`src/rtl/ddl_consts.vh`:
```
`ifndef DDL_CONSTS_VH
`define DDL_CONSTS_VH

// Latch address codes on the high/low address pair
`define DDL_ADDR_A_LOW      2'h0
`define DDL_ADDR_A_HIGH     2'h1
`define DDL_ADDR_B_LOW      2'h2
`define DDL_ADDR_B_HIGH     2'h3

// Command codes on the user port
`define DDL_CMD_LOAD_A      3'h0
`define DDL_CMD_LOAD_B      3'h1
`define DDL_CMD_LOAD_BOTH   3'h2
`define DDL_CMD_UPDATE      3'h3
`define DDL_CMD_LOAD_UPD    3'h4

// Word field positions
`define DDL_WORD_W          12
`define DDL_HIGH_MSB        11
`define DDL_HIGH_LSB        8
`define DDL_LOW_MSB         7
`define DDL_LOW_LSB         0

// Timing in ns, rounded up to clock cycles (one cycle is 100 ns)
`define DDL_CLK_NS          100
`define DDL_SETUP_NS        100
`define DDL_STROBE_NS       100
`define DDL_HOLD_NS         100
`define DDL_UPD_NS          100
`define DDL_CYC(ns)         (((ns) + `DDL_CLK_NS - 1) / `DDL_CLK_NS)
`define DDL_SETUP_CYC       `DDL_CYC(`DDL_SETUP_NS)
`define DDL_STROBE_CYC      `DDL_CYC(`DDL_STROBE_NS)
`define DDL_HOLD_CYC        `DDL_CYC(`DDL_HOLD_NS)
`define DDL_UPD_CYC         `DDL_CYC(`DDL_UPD_NS)

`endif

```
`src/rtl/ddl_host.v`:
```
// Behaviour
// - Select low framing every byte-bus write
// - Write strobe low with select, address
// - High address line is code MSB
// - Low nibble lines carry bits 11:8 when high
// - First channel select low loads A
// - Second channel select low loads B
// - Word bus drives bits 11 to 0
// - Codes 00,01,10,11 pick A-low,A-high,B-low,B-high
// - Update pulsed low only once select is back high
`timescale 1ns/1ns
`include "ddl_consts.vh"
module ddl_host (
    // Clock and reset
    input  wire        clk,
    input  wire        reset,
    // User command port
    input  wire        cmd_valid,
    input  wire [2:0]  cmd_op,
    input  wire [11:0] cmd_word_a,
    input  wire [11:0] cmd_word_b,
    output reg         cmd_ready_ff,
    output reg         cmd_done_ff,
    // Byte-bus variant pins
    output reg         dev_select_n_ff,
    output reg         load_strobe_n_ff,
    output reg         latch_addr_high_ff,
    output reg         latch_addr_low_ff,
    output reg  [3:0]  bus_upper_nibble_ff,
    output reg  [3:0]  bus_lower_nibble_ff,
    output reg         update_strobe_n_ff,
    // Word-bus variant pins
    output reg         chan_first_select_n_ff,
    output reg         chan_second_select_n_ff,
    output reg         word_load_n_ff,
    output reg         word_top_bit_ff,
    output reg  [10:0] word_lower_bits_ff
);

    ////////////////////////////////////////////////////////////////////////
    // States
    localparam ST_IDLE   = 3'h0;   // Waiting for a command
    localparam ST_SETUP  = 3'h1;   // Select and data out, strobe high
    localparam ST_STROBE = 3'h2;   // Strobe low
    localparam ST_HOLD   = 3'h3;   // Strobe high, data held
    localparam ST_UPD    = 3'h4;   // Update strobe low
    localparam ST_FIN    = 3'h5;   // Report completion

    reg [2:0]  state_ff;       // Sequencer state
    reg [2:0]  nxt_state;
    reg [2:0]  op_ff;          // Command being run
    reg [2:0]  nxt_op;         // Command that the pins follow this edge
    reg [11:0] word_a_ff;      // Words captured at acceptance
    reg [11:0] word_b_ff;
    reg [11:0] nxt_word_a;     // Words that the pins follow this edge
    reg [11:0] nxt_word_b;
    reg [1:0]  step_ff;        // Byte write index, 0..3
    reg [1:0]  nxt_step;
    reg        t_load;         // Timer reload
    reg [3:0]  t_count;
    wire       t_done;

    // Phase counts, cut to the timer width on purpose; all are small
    localparam [31:0] SETUP_CYC  = `DDL_SETUP_CYC;
    localparam [31:0] STROBE_CYC = `DDL_STROBE_CYC;
    localparam [31:0] HOLD_CYC   = `DDL_HOLD_CYC;
    localparam [31:0] UPD_CYC    = `DDL_UPD_CYC;

    // Paces each phase so every pin meets its minimum width
    ddl_phase_timer u_timer (
        .clk     (clk),
        .reset   (reset),
        .load    (t_load),
        .count   (t_count),
        .done_ff (t_done)
    );

    ////////////////////////////////////////////////////////////////////////
    // Byte-bus write needs the four latches; word ops use one cycle
    function is_byte;
        input [2:0] op;
        begin
            is_byte = (op == `DDL_CMD_UPDATE) || (op == `DDL_CMD_LOAD_UPD);
        end
    endfunction

    // Nibble packing for byte writes: even step low byte, odd high nibble
    function [7:0] byte_of;
        input [1:0]  step;
        input [11:0] wa;
        input [11:0] wb;
        reg   [11:0] w;
        begin
            w = step[1] ? wb : wa;
            if (step[0])
                byte_of = {w[`DDL_LOW_MSB:4], w[`DDL_HIGH_MSB:`DDL_HIGH_LSB]};
            else
                byte_of = w[`DDL_LOW_MSB:`DDL_LOW_LSB];
        end
    endfunction

    ////////////////////////////////////////////////////////////////////////
    // Next-state logic
    always @* begin
        nxt_state  = state_ff;
        nxt_step   = step_ff;
        nxt_op     = op_ff;
        nxt_word_a = word_a_ff;
        nxt_word_b = word_b_ff;
        t_load     = 1'b0;
        t_count    = 4'h1;
        case (state_ff)
            ST_IDLE: begin
                // Taken only while ready shows, never in the cycle after reset
                if (cmd_valid && cmd_ready_ff) begin
                    nxt_step   = 2'h0;
                    nxt_op     = cmd_op;
                    nxt_word_a = cmd_word_a;
                    nxt_word_b = cmd_word_b;
                    if (cmd_op == `DDL_CMD_UPDATE) begin
                        nxt_state = ST_UPD;
                        t_count   = UPD_CYC[3:0];
                    end else begin
                        nxt_state = ST_SETUP;
                        t_count   = SETUP_CYC[3:0];
                    end
                    t_load = 1'b1;
                end
            end
            ST_SETUP: begin
                if (t_done) begin
                    nxt_state = ST_STROBE;
                    t_load    = 1'b1;
                    t_count   = STROBE_CYC[3:0];
                end
            end
            ST_STROBE: begin
                if (t_done) begin
                    nxt_state = ST_HOLD;
                    t_load    = 1'b1;
                    t_count   = HOLD_CYC[3:0];
                end
            end
            ST_HOLD: begin
                if (t_done) begin
                    t_load = 1'b1;
                    if (is_byte(op_ff) && step_ff != 2'h3) begin
                        nxt_step  = step_ff + 2'h1;
                        nxt_state = ST_SETUP;
                        t_count   = SETUP_CYC[3:0];
                    end else if (is_byte(op_ff)) begin
                        // Update only after select is back high, so no overlap
                        nxt_state = ST_UPD;
                        t_count   = UPD_CYC[3:0];
                    end else begin
                        nxt_state = ST_FIN;
                    end
                end
            end
            ST_UPD: begin
                if (t_done)
                    nxt_state = ST_FIN;
            end
            ST_FIN: begin
                nxt_state = ST_IDLE;
            end
            default: begin
                nxt_state = ST_IDLE;
            end
        endcase
    end

    ////////////////////////////////////////////////////////////////////////
    // Sequencer and pin registers; strobes and selects idle high at reset, address and data low
    always @(posedge clk or posedge reset) begin
        if (reset) begin
            state_ff                <= ST_IDLE;
            step_ff                 <= 2'h0;
            op_ff                   <= 3'h0;
            word_a_ff               <= 12'h000;
            word_b_ff               <= 12'h000;
            cmd_ready_ff            <= 1'b0;
            cmd_done_ff             <= 1'b0;
            dev_select_n_ff         <= 1'b1;
            load_strobe_n_ff        <= 1'b1;
            latch_addr_high_ff      <= 1'b0;
            latch_addr_low_ff       <= 1'b0;
            bus_upper_nibble_ff     <= 4'h0;
            bus_lower_nibble_ff     <= 4'h0;
            update_strobe_n_ff      <= 1'b1;
            chan_first_select_n_ff  <= 1'b1;
            chan_second_select_n_ff <= 1'b1;
            word_load_n_ff          <= 1'b1;
            word_top_bit_ff         <= 1'b0;
            word_lower_bits_ff      <= 11'h000;
        end else begin
            state_ff     <= nxt_state;
            step_ff      <= nxt_step;
            cmd_done_ff  <= (state_ff == ST_FIN);
            cmd_ready_ff <= (nxt_state == ST_IDLE);
            // Capture the command once at acceptance
            op_ff     <= nxt_op;
            word_a_ff <= nxt_word_a;
            word_b_ff <= nxt_word_b;
            // Byte-bus side: select and address stand over the whole write.
            // Pins follow the command being taken, so a stale one never leaks out.
            if (is_byte(nxt_op) && (nxt_state == ST_SETUP || nxt_state == ST_STROBE ||
                                    nxt_state == ST_HOLD) && nxt_op != `DDL_CMD_UPDATE) begin
                dev_select_n_ff     <= 1'b0;
                latch_addr_high_ff  <= nxt_step[1];
                latch_addr_low_ff   <= nxt_step[0];
                {bus_upper_nibble_ff, bus_lower_nibble_ff} <= byte_of(nxt_step, nxt_word_a, nxt_word_b);
            end else begin
                dev_select_n_ff <= 1'b1;
            end
            load_strobe_n_ff <= ~(is_byte(nxt_op) && nxt_state == ST_STROBE);
            // Update pulse stands alone, never during a write
            update_strobe_n_ff <= ~(nxt_state == ST_UPD);
            // Word-bus side: selects stand over setup, strobe and hold
            if (!is_byte(nxt_op) && (nxt_state == ST_SETUP || nxt_state == ST_STROBE ||
                                     nxt_state == ST_HOLD)) begin
                chan_first_select_n_ff  <= ~(nxt_op == `DDL_CMD_LOAD_A ||
                                             nxt_op == `DDL_CMD_LOAD_BOTH);
                chan_second_select_n_ff <= ~(nxt_op == `DDL_CMD_LOAD_B ||
                                             nxt_op == `DDL_CMD_LOAD_BOTH);
                // Word B only for channel B alone; otherwise word A
                {word_top_bit_ff, word_lower_bits_ff} <=
                    (nxt_op == `DDL_CMD_LOAD_B) ? nxt_word_b : nxt_word_a;
            end else begin
                chan_first_select_n_ff  <= 1'b1;
                chan_second_select_n_ff <= 1'b1;
            end
            // Rising edge at strobe-to-hold latches the word; data still held
            word_load_n_ff <= ~(!is_byte(nxt_op) && nxt_state == ST_STROBE);
        end
    end

endmodule

```
`src/rtl/ddl_phase_timer.v`:
```
`timescale 1ns/1ns
// Down counter that paces each phase of a bus cycle
module ddl_phase_timer (
    // Clock and reset
    input  wire       clk,
    input  wire       reset,
    // Control
    input  wire       load,
    input  wire [3:0] count,
    // Status
    output reg        done_ff
);

    reg [3:0] cnt_ff;   // Cycles left in the phase

    ////////////////////////////////////////////////////////////////////////
    // Count down after a load; done is high once the count reaches one
    always @(posedge clk or posedge reset) begin
        if (reset) begin
            cnt_ff  <= 4'h0;
            done_ff <= 1'b1;
        end else if (load) begin
            cnt_ff  <= count;
            done_ff <= (count <= 4'h1);
        end else if (cnt_ff != 4'h0) begin
            cnt_ff  <= cnt_ff - 4'h1;
            done_ff <= (cnt_ff <= 4'h2);
        end else begin
            done_ff <= 1'b1;
        end
    end

endmodule
```
`config.mk`:
```
export PLATFORM = sky130hd
export DESIGN_NAME = ddl_host
export DESIGN_NICKNAME = d
export VERILOG_FILES = /design/src/rtl/ddl_host.v /design/src/rtl/ddl_phase_timer.v
export VERILOG_INCLUDE_DIRS = /design/src /design/src/rtl
export SDC_FILE = /design/constraint.sdc
export NUM_CORES = 1
export LEC_CHECK = 0
export BUFFER_PORTS_ARGS = -buffer_cell sky130_fd_sc_hd__buf_2
export CAP_MARGIN = 5
export CORE_ASPECT_RATIO = 1.25
export CORE_UTILIZATION = 45
export CTS_BUF_LIST = sky130_fd_sc_hd__clkbuf_4 sky130_fd_sc_hd__clkbuf_8
export DETAILED_ROUTE_END_ITERATION = 10
export MAX_ROUTING_LAYER = met4
export PLACE_DENSITY = 0.67
export SYNTH_ARGS = -nofsm -noshare
export SYNTH_HDL_FRONTEND = slang
export SYNTH_SLANG_ARGS = --single-unit
```
`constraint.sdc`:
```
create_clock -name clk -period 2.38 [get_ports clk]
set_input_delay 0 -clock clk [delete_from_list [all_inputs] [get_ports clk]]
set_output_delay 0 -clock clk [all_outputs]
set_load 0.005 [all_outputs]
```
---- Word level (Yosys, flattened, before mapping) ----
Index checks and enable logic that the tools add are counted.
word-level totals
  input bits .............................. 30
  output and inout port bits .............. 30
  logic and storage cells ................. 99
  register bits after elaboration ......... 67
operators by class
  $lt $le $gt $ge ......................... 1
  eq/ne operators ......................... 18
  bitwise gates (word level) .............. 5
  add/sub/neg operators ................... 2
  mux-type cells .......................... 32
  reductions and logical operators ........ 20
operator list
  operator             count
  $mux 12              6
  $mux 3               9
  $eq 3x2->1 const B   8
  $eq 3x3->1 const B   5
  $pmux 3 s5           1
  $mux 4               3
  $eq 3x1->1 const B   3
  $logic_not 3->1      3
  $mux 1               8
  $logic_and 1x1->1    7
  $logic_or 1x1->1     6
  $mux 2               3
  $not 1->1            5
  $le 4x2->1 const B   1
  $pmux 2 s2           1
  $reduce_bool 4->1    1
  $sub 4x1->4 const B  1
  $ne 3x2->1 const B   1
  $reduce_or 3->1      1
  $add 2x1->2 const B  1
  $ne 2x2->1 const B   1
  $pmux 1 s2           1
  $reduce_bool 2->1    1
  $logic_not 1->1      1

---- Longest topological paths before layout ----
  word-level depth ........................ 12
  depth in mapped cells ................... 8

---- By module ----
A second synthesis with hierarchy kept.
second synthesis, totals
  cells, all modules ...................... 261
  area, all modules ....................... 3,337.0 um^2
modules (own cells, without submodules)
  module           cells an instance  sequential area each (um^2)  instances  area an instance (um^2)
  ddl_host         234                1,559.0                      1          3,035.4
  ddl_phase_timer  27                 126.4                        1          301.5

---- Worst setup path before layout ----
OpenSTA, ideal clock, no wires.
  path type ............................... register to register
  start ................................... register step_ff[0]
  end ..................................... register bus_lower_nibble_ff[0]
  period minus slack after synthesis ...... 2.170 ns
  stages on the path, launching flop included .. 8
  setup slack ............................. 0.210 ns
  required time ........................... 2.294 ns
  arrival ................................. 2.084 ns
  setup time .............................. 0.086 ns
  path through ............................ dfrtp_1 > ha_1 > and4bb_2 > o21ai_2 > mux2i_2 > buf_2 > mux2_1 > o221ai_2
on the way
  elaborated cells on any way between the ends .. 19
  classes of those cells .................. add/sub: 1; eq/ne: 4; mux: 9; reduce/logical: 5
RTL lines
  item                                                 RTL line        text
  start: declaration                                   ddl_host.v:57   reg [1:0] step_ff;
  start signal: assignment                             ddl_host.v:198  step_ff <= nxt_step;
  branches (longest 2 deep; another with $add 2x1->2)  -
  $mux 2 *                                             ddl_host.v:147  if (is_byte(op_ff) && step_ff != 2'h3) begin
  $mux 2 *                                             ddl_host.v:145  if (t_done) begin
  $pmux 2 s2 *                                         ddl_host.v:112  case (state_ff)
  net nxt_step[1]                                      ddl_host.v:58   reg [1:0] nxt_step;
  $mux 12 *                                            ddl_host.v:94   w = step[1] ? wb : wa;
  $mux 4 *                                             ddl_host.v:95   if (step[0])
  end signal: assignment                               ddl_host.v:212  {bus_upper_nibble_ff, bus_lower_nibble_ff} <= byte_of(nxt_step, nxt_word_a, nxt_word_b);
  end: declaration                                     ddl_host.v:30   output reg [3:0] bus_lower_nibble_ff,
Mark *: on every way through the listed nets, which the timed path passes.
A chain may end at the register's enable or synchronous reset.

---- Final worst setup path ----
  start ................................... register state_ff[2]
  end ..................................... register bus_lower_nibble_ff[0]
on the way
  word-level cells in the longest chain between the ends .. 7
  elaborated cells on any way between the ends .. 28
  classes of those cells .................. eq/ne: 10; mux: 12; reduce/logical: 6
ends and longest elaborated chain
  item                                      RTL line        text
  start: declaration                        ddl_host.v:49   reg [2:0] state_ff;
  start signal: assignment                  ddl_host.v:197  state_ff <= nxt_state;
  $eq 3x3->1 (tied with other cells)        ddl_host.v:112
  $pmux 3 s5                                ddl_host.v:112
  $eq 3x1->1 or $eq 3x2->1 (tied branches)  ddl_host.v:207  if (is_byte(nxt_op) && (nxt_state == ST_SETUP || nxt_state == ST_STROBE ||
  $logic_or 1x1->1 (2 in a row)             ddl_host.v:207
  $logic_and 1x1->1                         ddl_host.v:207
  $logic_and 1x1->1 (no source line)        -
Parallel ways exist; a longest one is shown, timed or not.

==> out/results.md <==
| Step | Item | Value |
| --- | --- | --- |
| clock tree | Deepest level of the CTS H-tree | 3 |
| setup path | Endpoint arrival time on the critical path | 2530 ps |
| logic synthesis | Part of the Yosys area used for sequential elements | 50.0% |
| floorplan | Die boundary height | 98.8 um |
| floorplan | Area of the core | 7100 um^2 |
| detailed routing | First-iteration detailed-routing DRC count | 63 |
| detailed routing | First-pass DRT Iterations | 4 |
| setup path | RR Startpoint | state_ff[2] |
| detailed routing | Final routed DRC violation total | 0 |
| place | Count of buffers inserted at the top-level ports | 59 |
| timing | Tightest Pin Transition | 498 ps |
| cells and area | Post-layout util | 60.5% |
| clock tree | Sinks on the clock net | 67 |
| cells and area | Share of layout cells above drive strength 1 | 36.1% |
| clock tree | CTS clock-pin slew for the worst setup and hold paths | 70 ps |
| logic synthesis | Number of synthesized flops with an enable pin | 0 |
| power and ir drop | Worst voltage drop across the vdd grid | 641 uV |
| detailed routing | Drt wl/cell | 15.7 um |
| setup path | Kind of end point of the critical path | register |
| place | Post-DP HPWL | 4980 um |
| logic synthesis | List of most frequent post-synthesis cells | sky130_fd_sc_hd__dfrtp_1 (60), sky130_fd_sc_hd__mux2i_1 (43), sky130_fd_sc_hd__inv_1 (32), sky130_fd_sc_hd__mux2_1 (14), sky130_fd_sc_hd__mux2_2 (12) |
| logic synthesis | Main synth FF type | sky130_fd_sc_hd__dfrtp_1 |
| grt | Maximum number of pins on one net before global-route repair | 29 |
| timing | Share of the clock period used by the worst path | 94.7% |
| floorplan | Count of standard-cell rows | 34 |
| timing | Clock Skews | 4.54 ps |
| setup path | Required @ worst endpoint | 2650 ps |
| clock tree | Clock tree from TritonCTS | yes |
| power and ir drop | Power Dens Cells | 1370 nW/um^2 |
| power and ir drop | Leakage power total | 0.00202 uW |
| logic synthesis | Number of synthesized register bits | 67 |
| timing | Pins over their slew limit | 0 |
| detailed routing | Number of vias per cell | 5.12 |
| clock tree | Total clock buffers created by CTS | 9 |
| outcome | Result of the run | complete, no violations |
| floorplan | Starting density of the core | 47.5% |
| timing | Setup repair after global routing missed its margin | no |
| detailed routing | Via count | 2360 |
| logic synthesis | Fraction of registers with async set or reset after synthesis | 100% |
| logic synthesis | Yosys Warn Count | 0 |
| timing | Sum Neg Setup Slack | 0 ps |
| cells and area | Antenna diodes | 0 |
| detailed routing | Wire length after detailed routing | 7240 um |
| timing | Slew headroom | 66.8% |
| timing | Final hold violations | 0 |
| floorplan | I/O pin count | 60 |
| timing | Max Freq | 444 MHz |
| logic synthesis | Biggest area contributors in the synthesized netlist | sky130_fd_sc_hd__dfrtp_1 (45%), sky130_fd_sc_hd__mux2i_1 (13%), sky130_fd_sc_hd__dfstp_2 (5.5%) |
| setup path | Length in cells of the worst reg-to-reg path | 5 |
| floorplan | Horizontal die dimension | 79.4 um |
| detailed routing | Remaining antenna violation count after routing | 0 |
| hold path | Startpoint of the tightest hold check path | cmd_op[0] |
| floorplan | Die Footprint | 7850 um^2 |
| timing | Number of failing setup endpoints in the final timing report | 0 |
| place | Final weighted congestion of routability-driven global placement | 0.828 |
| setup path | Startpoint types | register |
| clock tree | Clock Root Buffer | sky130_fd_sc_hd__clkbuf_8 |
| logic synthesis | Number of distinct library cells after synthesis | 52 |
| logic synthesis | Cell count after synthesis | 271 |
| logic synthesis | Most frequent cell after synthesis | sky130_fd_sc_hd__dfrtp_1 |
| run | Max-cap violation count | 0 |
| setup path | Kind of critical path | reg -> reg |
| logic synthesis | Mean area per synthesized cell | 12.4 um^2 |
| grt | All-layer global routing usage | 21.5% |
| hold path | Endpoint of the worst hold-timing path | op_ff[0] |
| setup path | Capture point of the worst reg-to-reg path | bus_lower_nibble_ff[0] |
| clock tree | Clock insertion delay at the later pin of the skew report | 350 ps |
| logic synthesis | Cell area after synthesis | 3370 um^2 |
| cells and area | P&R area growth vs syn | 27.6% |
| logic synthesis | Top cell type's share of synthesized area | 44.5% |
| cells and area | Count of nets after finishing | 399 |
| grt | Number of antenna violations at the first check in global routing | 0 |
| logic synthesis | Post-synth net total | 304 |
| hold path | Worst hold stages | 3 |
| setup path | Maximum fanout along the worst path | 9 |
| setup path | Reg-to-reg setup timing slack | 130 ps |
| grt | Wire length of the first global-routing pass | 12300 um |
| timing | Final worst path period need | 2250 ps |
| clock tree | Buffer levels on the longest clock path | 2 |
| logic synthesis | Cell type with the highest aggregate area in the netlist | sky130_fd_sc_hd__dfrtp_1 |
| grt | Total congestion overflow | 0 |
| hold path | Hold Crit Class | in -> reg |
| clock tree | Total of cells resized after clock tree synthesis | 0 |
| grt | Vias in the first global route | 2513 |
worst max-delay path, cell delays in order, from the launching register on:
cell and delay (ps):
sky130_fd_sc_hd__dfrtp_1 590, sky130_fd_sc_hd__inv_1 230, sky130_fd_sc_hd__a21oi_1 420, sky130_fd_sc_hd__o211ai_4 180
sky130_fd_sc_hd__or4b_4 560, sky130_fd_sc_hd__o221ai_2 200
power breakdown:
part           total (uW)  switching, uW  leakage, uW  internal (uW)
registers            2020            314     0.000809           1700
logic                2790           1440      0.00109           1350
clock network        1080            464     0.000117            620
routing by layer:
| metal | vias up | track usage (%) | routed length, um |
|---|---|---|---|
| met2 | 50 | 35.2 | 3710 |
| met1 | 1158 | 25.3 | 3160 |
| met4 | 0 | 9.65 | 119 |
| met3 | 10 | 4.35 | 247 |
| met5 | - | - | 0 |
| li1 | 1142 | - | - |
how the worst max path moves through the flow:
stage                 from                     end  slack [ps]  depth (start not counted)
2_1_floorplan   step_ff[0]  bus_lower_nibble_ff[0]         210                          7
3_3_place_gp    step_ff[1]  bus_lower_nibble_ff[0]         180                          6
3_5_place_dp    step_ff[0]  bus_lower_nibble_ff[0]         170                          6
4_1_cts         step_ff[0]  bus_lower_nibble_ff[0]         130                          6
5_1_grt         step_ff[0]  bus_upper_nibble_ff[3]           4                          7
6_report       state_ff[2]  bus_lower_nibble_ff[0]         130                          5
kinds of logic (layout without fill, tap and decap cells):
| logic type | after synthesis | count (layout) | share of synthesized area [%] |
|---|---|---|---|
| DFF | 67 | 67 | 50.0 |
| muxes | 71 | 71 | 22.3 |
| buffers and inverters | 44 | 144 | 6.16 |
| AOI/OAI and AO/OA | 36 | 36 | 9.35 |
| and+or+nand+nor | 48 | 48 | 10.6 |
| adders and majority gates | 3 | 3 | 1.11 |
| xor gates and xnor gates | 2 | 2 | 0.520 |
registers in the layout, indices dropped and copies added, names as in the netlist:
name / cells
word_load_n_ff: 1
u_timer.cnt_ff: 4
latch_addr_low_ff: 1
cmd_ready_ff: 1
dev_select_n_ff: 1
step_ff: 2
word_a_ff: 12
load_strobe_n_ff: 1
bus_upper_nibble_ff: 4
word_top_bit_ff: 1
chan_second_select_n_ff: 1
chan_first_select_n_ff: 1
state_ff: 3
word_lower_bits_ff: 11
u_timer.done_ff: 1
latch_addr_high_ff: 1
op_ff: 3
bus_lower_nibble_ff: 4
word_b_ff: 12
update_strobe_n_ff: 1
cmd_done_ff: 1
area by class of cell:
| class | instances | area, um^2 |
|---|---|---|
| Clock buffer | 10 | 138 |
| Tap cell | 90 | 113 |
| Inverter | 33 | 124 |
| Timing Repair Buffer | 95 | 668 |
| Sequential cell | 67 | 1690 |
| Fill cell | 594 | 2800 |
| Multi-Input combinational cell | 160 | 1490 |
| Clock inverter | 6 | 87.6 |
layout by cell type, fill, tap and decap left out, types with 2 or more instances in the layout:
cell | synthesis | routed
sky130_fd_sc_hd__buf_4 | 4 | 7
sky130_fd_sc_hd__clkinv_2 | 0 | 2
sky130_fd_sc_hd__bufinv_16 | 0 | 2
sky130_fd_sc_hd__o31ai_1 | 5 | 5
sky130_fd_sc_hd__nor4b_4 | 2 | 2
sky130_fd_sc_hd__nand3_1 | 3 | 3
sky130_fd_sc_hd__nor3_1 | 2 | 2
sky130_fd_sc_hd__o21ai_0 | 2 | 2
sky130_fd_sc_hd__xnor2_1 | 2 | 2
sky130_fd_sc_hd__or2_2 | 2 | 2
sky130_fd_sc_hd__buf_12 | 0 | 3
sky130_fd_sc_hd__mux2i_2 | 2 | 2
sky130_fd_sc_hd__o221ai_2 | 4 | 4
sky130_fd_sc_hd__dfstp_2 | 7 | 7
sky130_fd_sc_hd__dlygate4sd3_1 | 0 | 26
sky130_fd_sc_hd__or3b_2 | 2 | 2
sky130_fd_sc_hd__dfrtp_1 | 60 | 60
sky130_fd_sc_hd__mux2i_1 | 43 | 43
sky130_fd_sc_hd__and4bb_2 | 2 | 2
sky130_fd_sc_hd__o21ai_2 | 3 | 3
sky130_fd_sc_hd__o21a_1 | 2 | 2
sky130_fd_sc_hd__mux2_1 | 14 | 14
sky130_fd_sc_hd__nand2_1 | 11 | 11
sky130_fd_sc_hd__clkbuf_8 | 0 | 10
sky130_fd_sc_hd__mux2_2 | 12 | 12
sky130_fd_sc_hd__a31oi_1 | 3 | 3
sky130_fd_sc_hd__a21oi_1 | 6 | 6
sky130_fd_sc_hd__ha_1 | 3 | 3
sky130_fd_sc_hd__nor2_1 | 8 | 7
sky130_fd_sc_hd__inv_1 | 32 | 31
sky130_fd_sc_hd__buf_2 | 4 | 59
sky130_fd_sc_hd__a211oi_1 | 2 | 2
sky130_fd_sc_hd__nand2b_1 | 3 | 3
sky130_fd_sc_hd__inv_2 | 1 | 2
through the flow:
| step | power (uW) | area, um^2 | cells | setup slack [ps] | hold slack (ps) |
|---|---|---|---|---|---|
| floorplan | 4010 | 3370 | 271 | 210 | 155 |
| global placement | 4720 | 3820 | 419 | 185 | 13.1 |
| detailed placement | 4800 | 3820 | 419 | 166 | 17.0 |
| CTS | 5940 | 4300 | 461 | 130 | 15.7 |
| global route | 6330 | 4300 | 461 | 4.01 | 38.5 |
| finish | 5890 | 4300 | 461 | 125 | 14.6 |
what timing repair did:
action / in CTS / in global routing
hold buffers: 26 / 0
endpoints found under the setup margin: 0 / 0
hold endpoints to repair: 43 / 0
setup buffers: 0 / 0
Power figures use the tool's default switching activity.
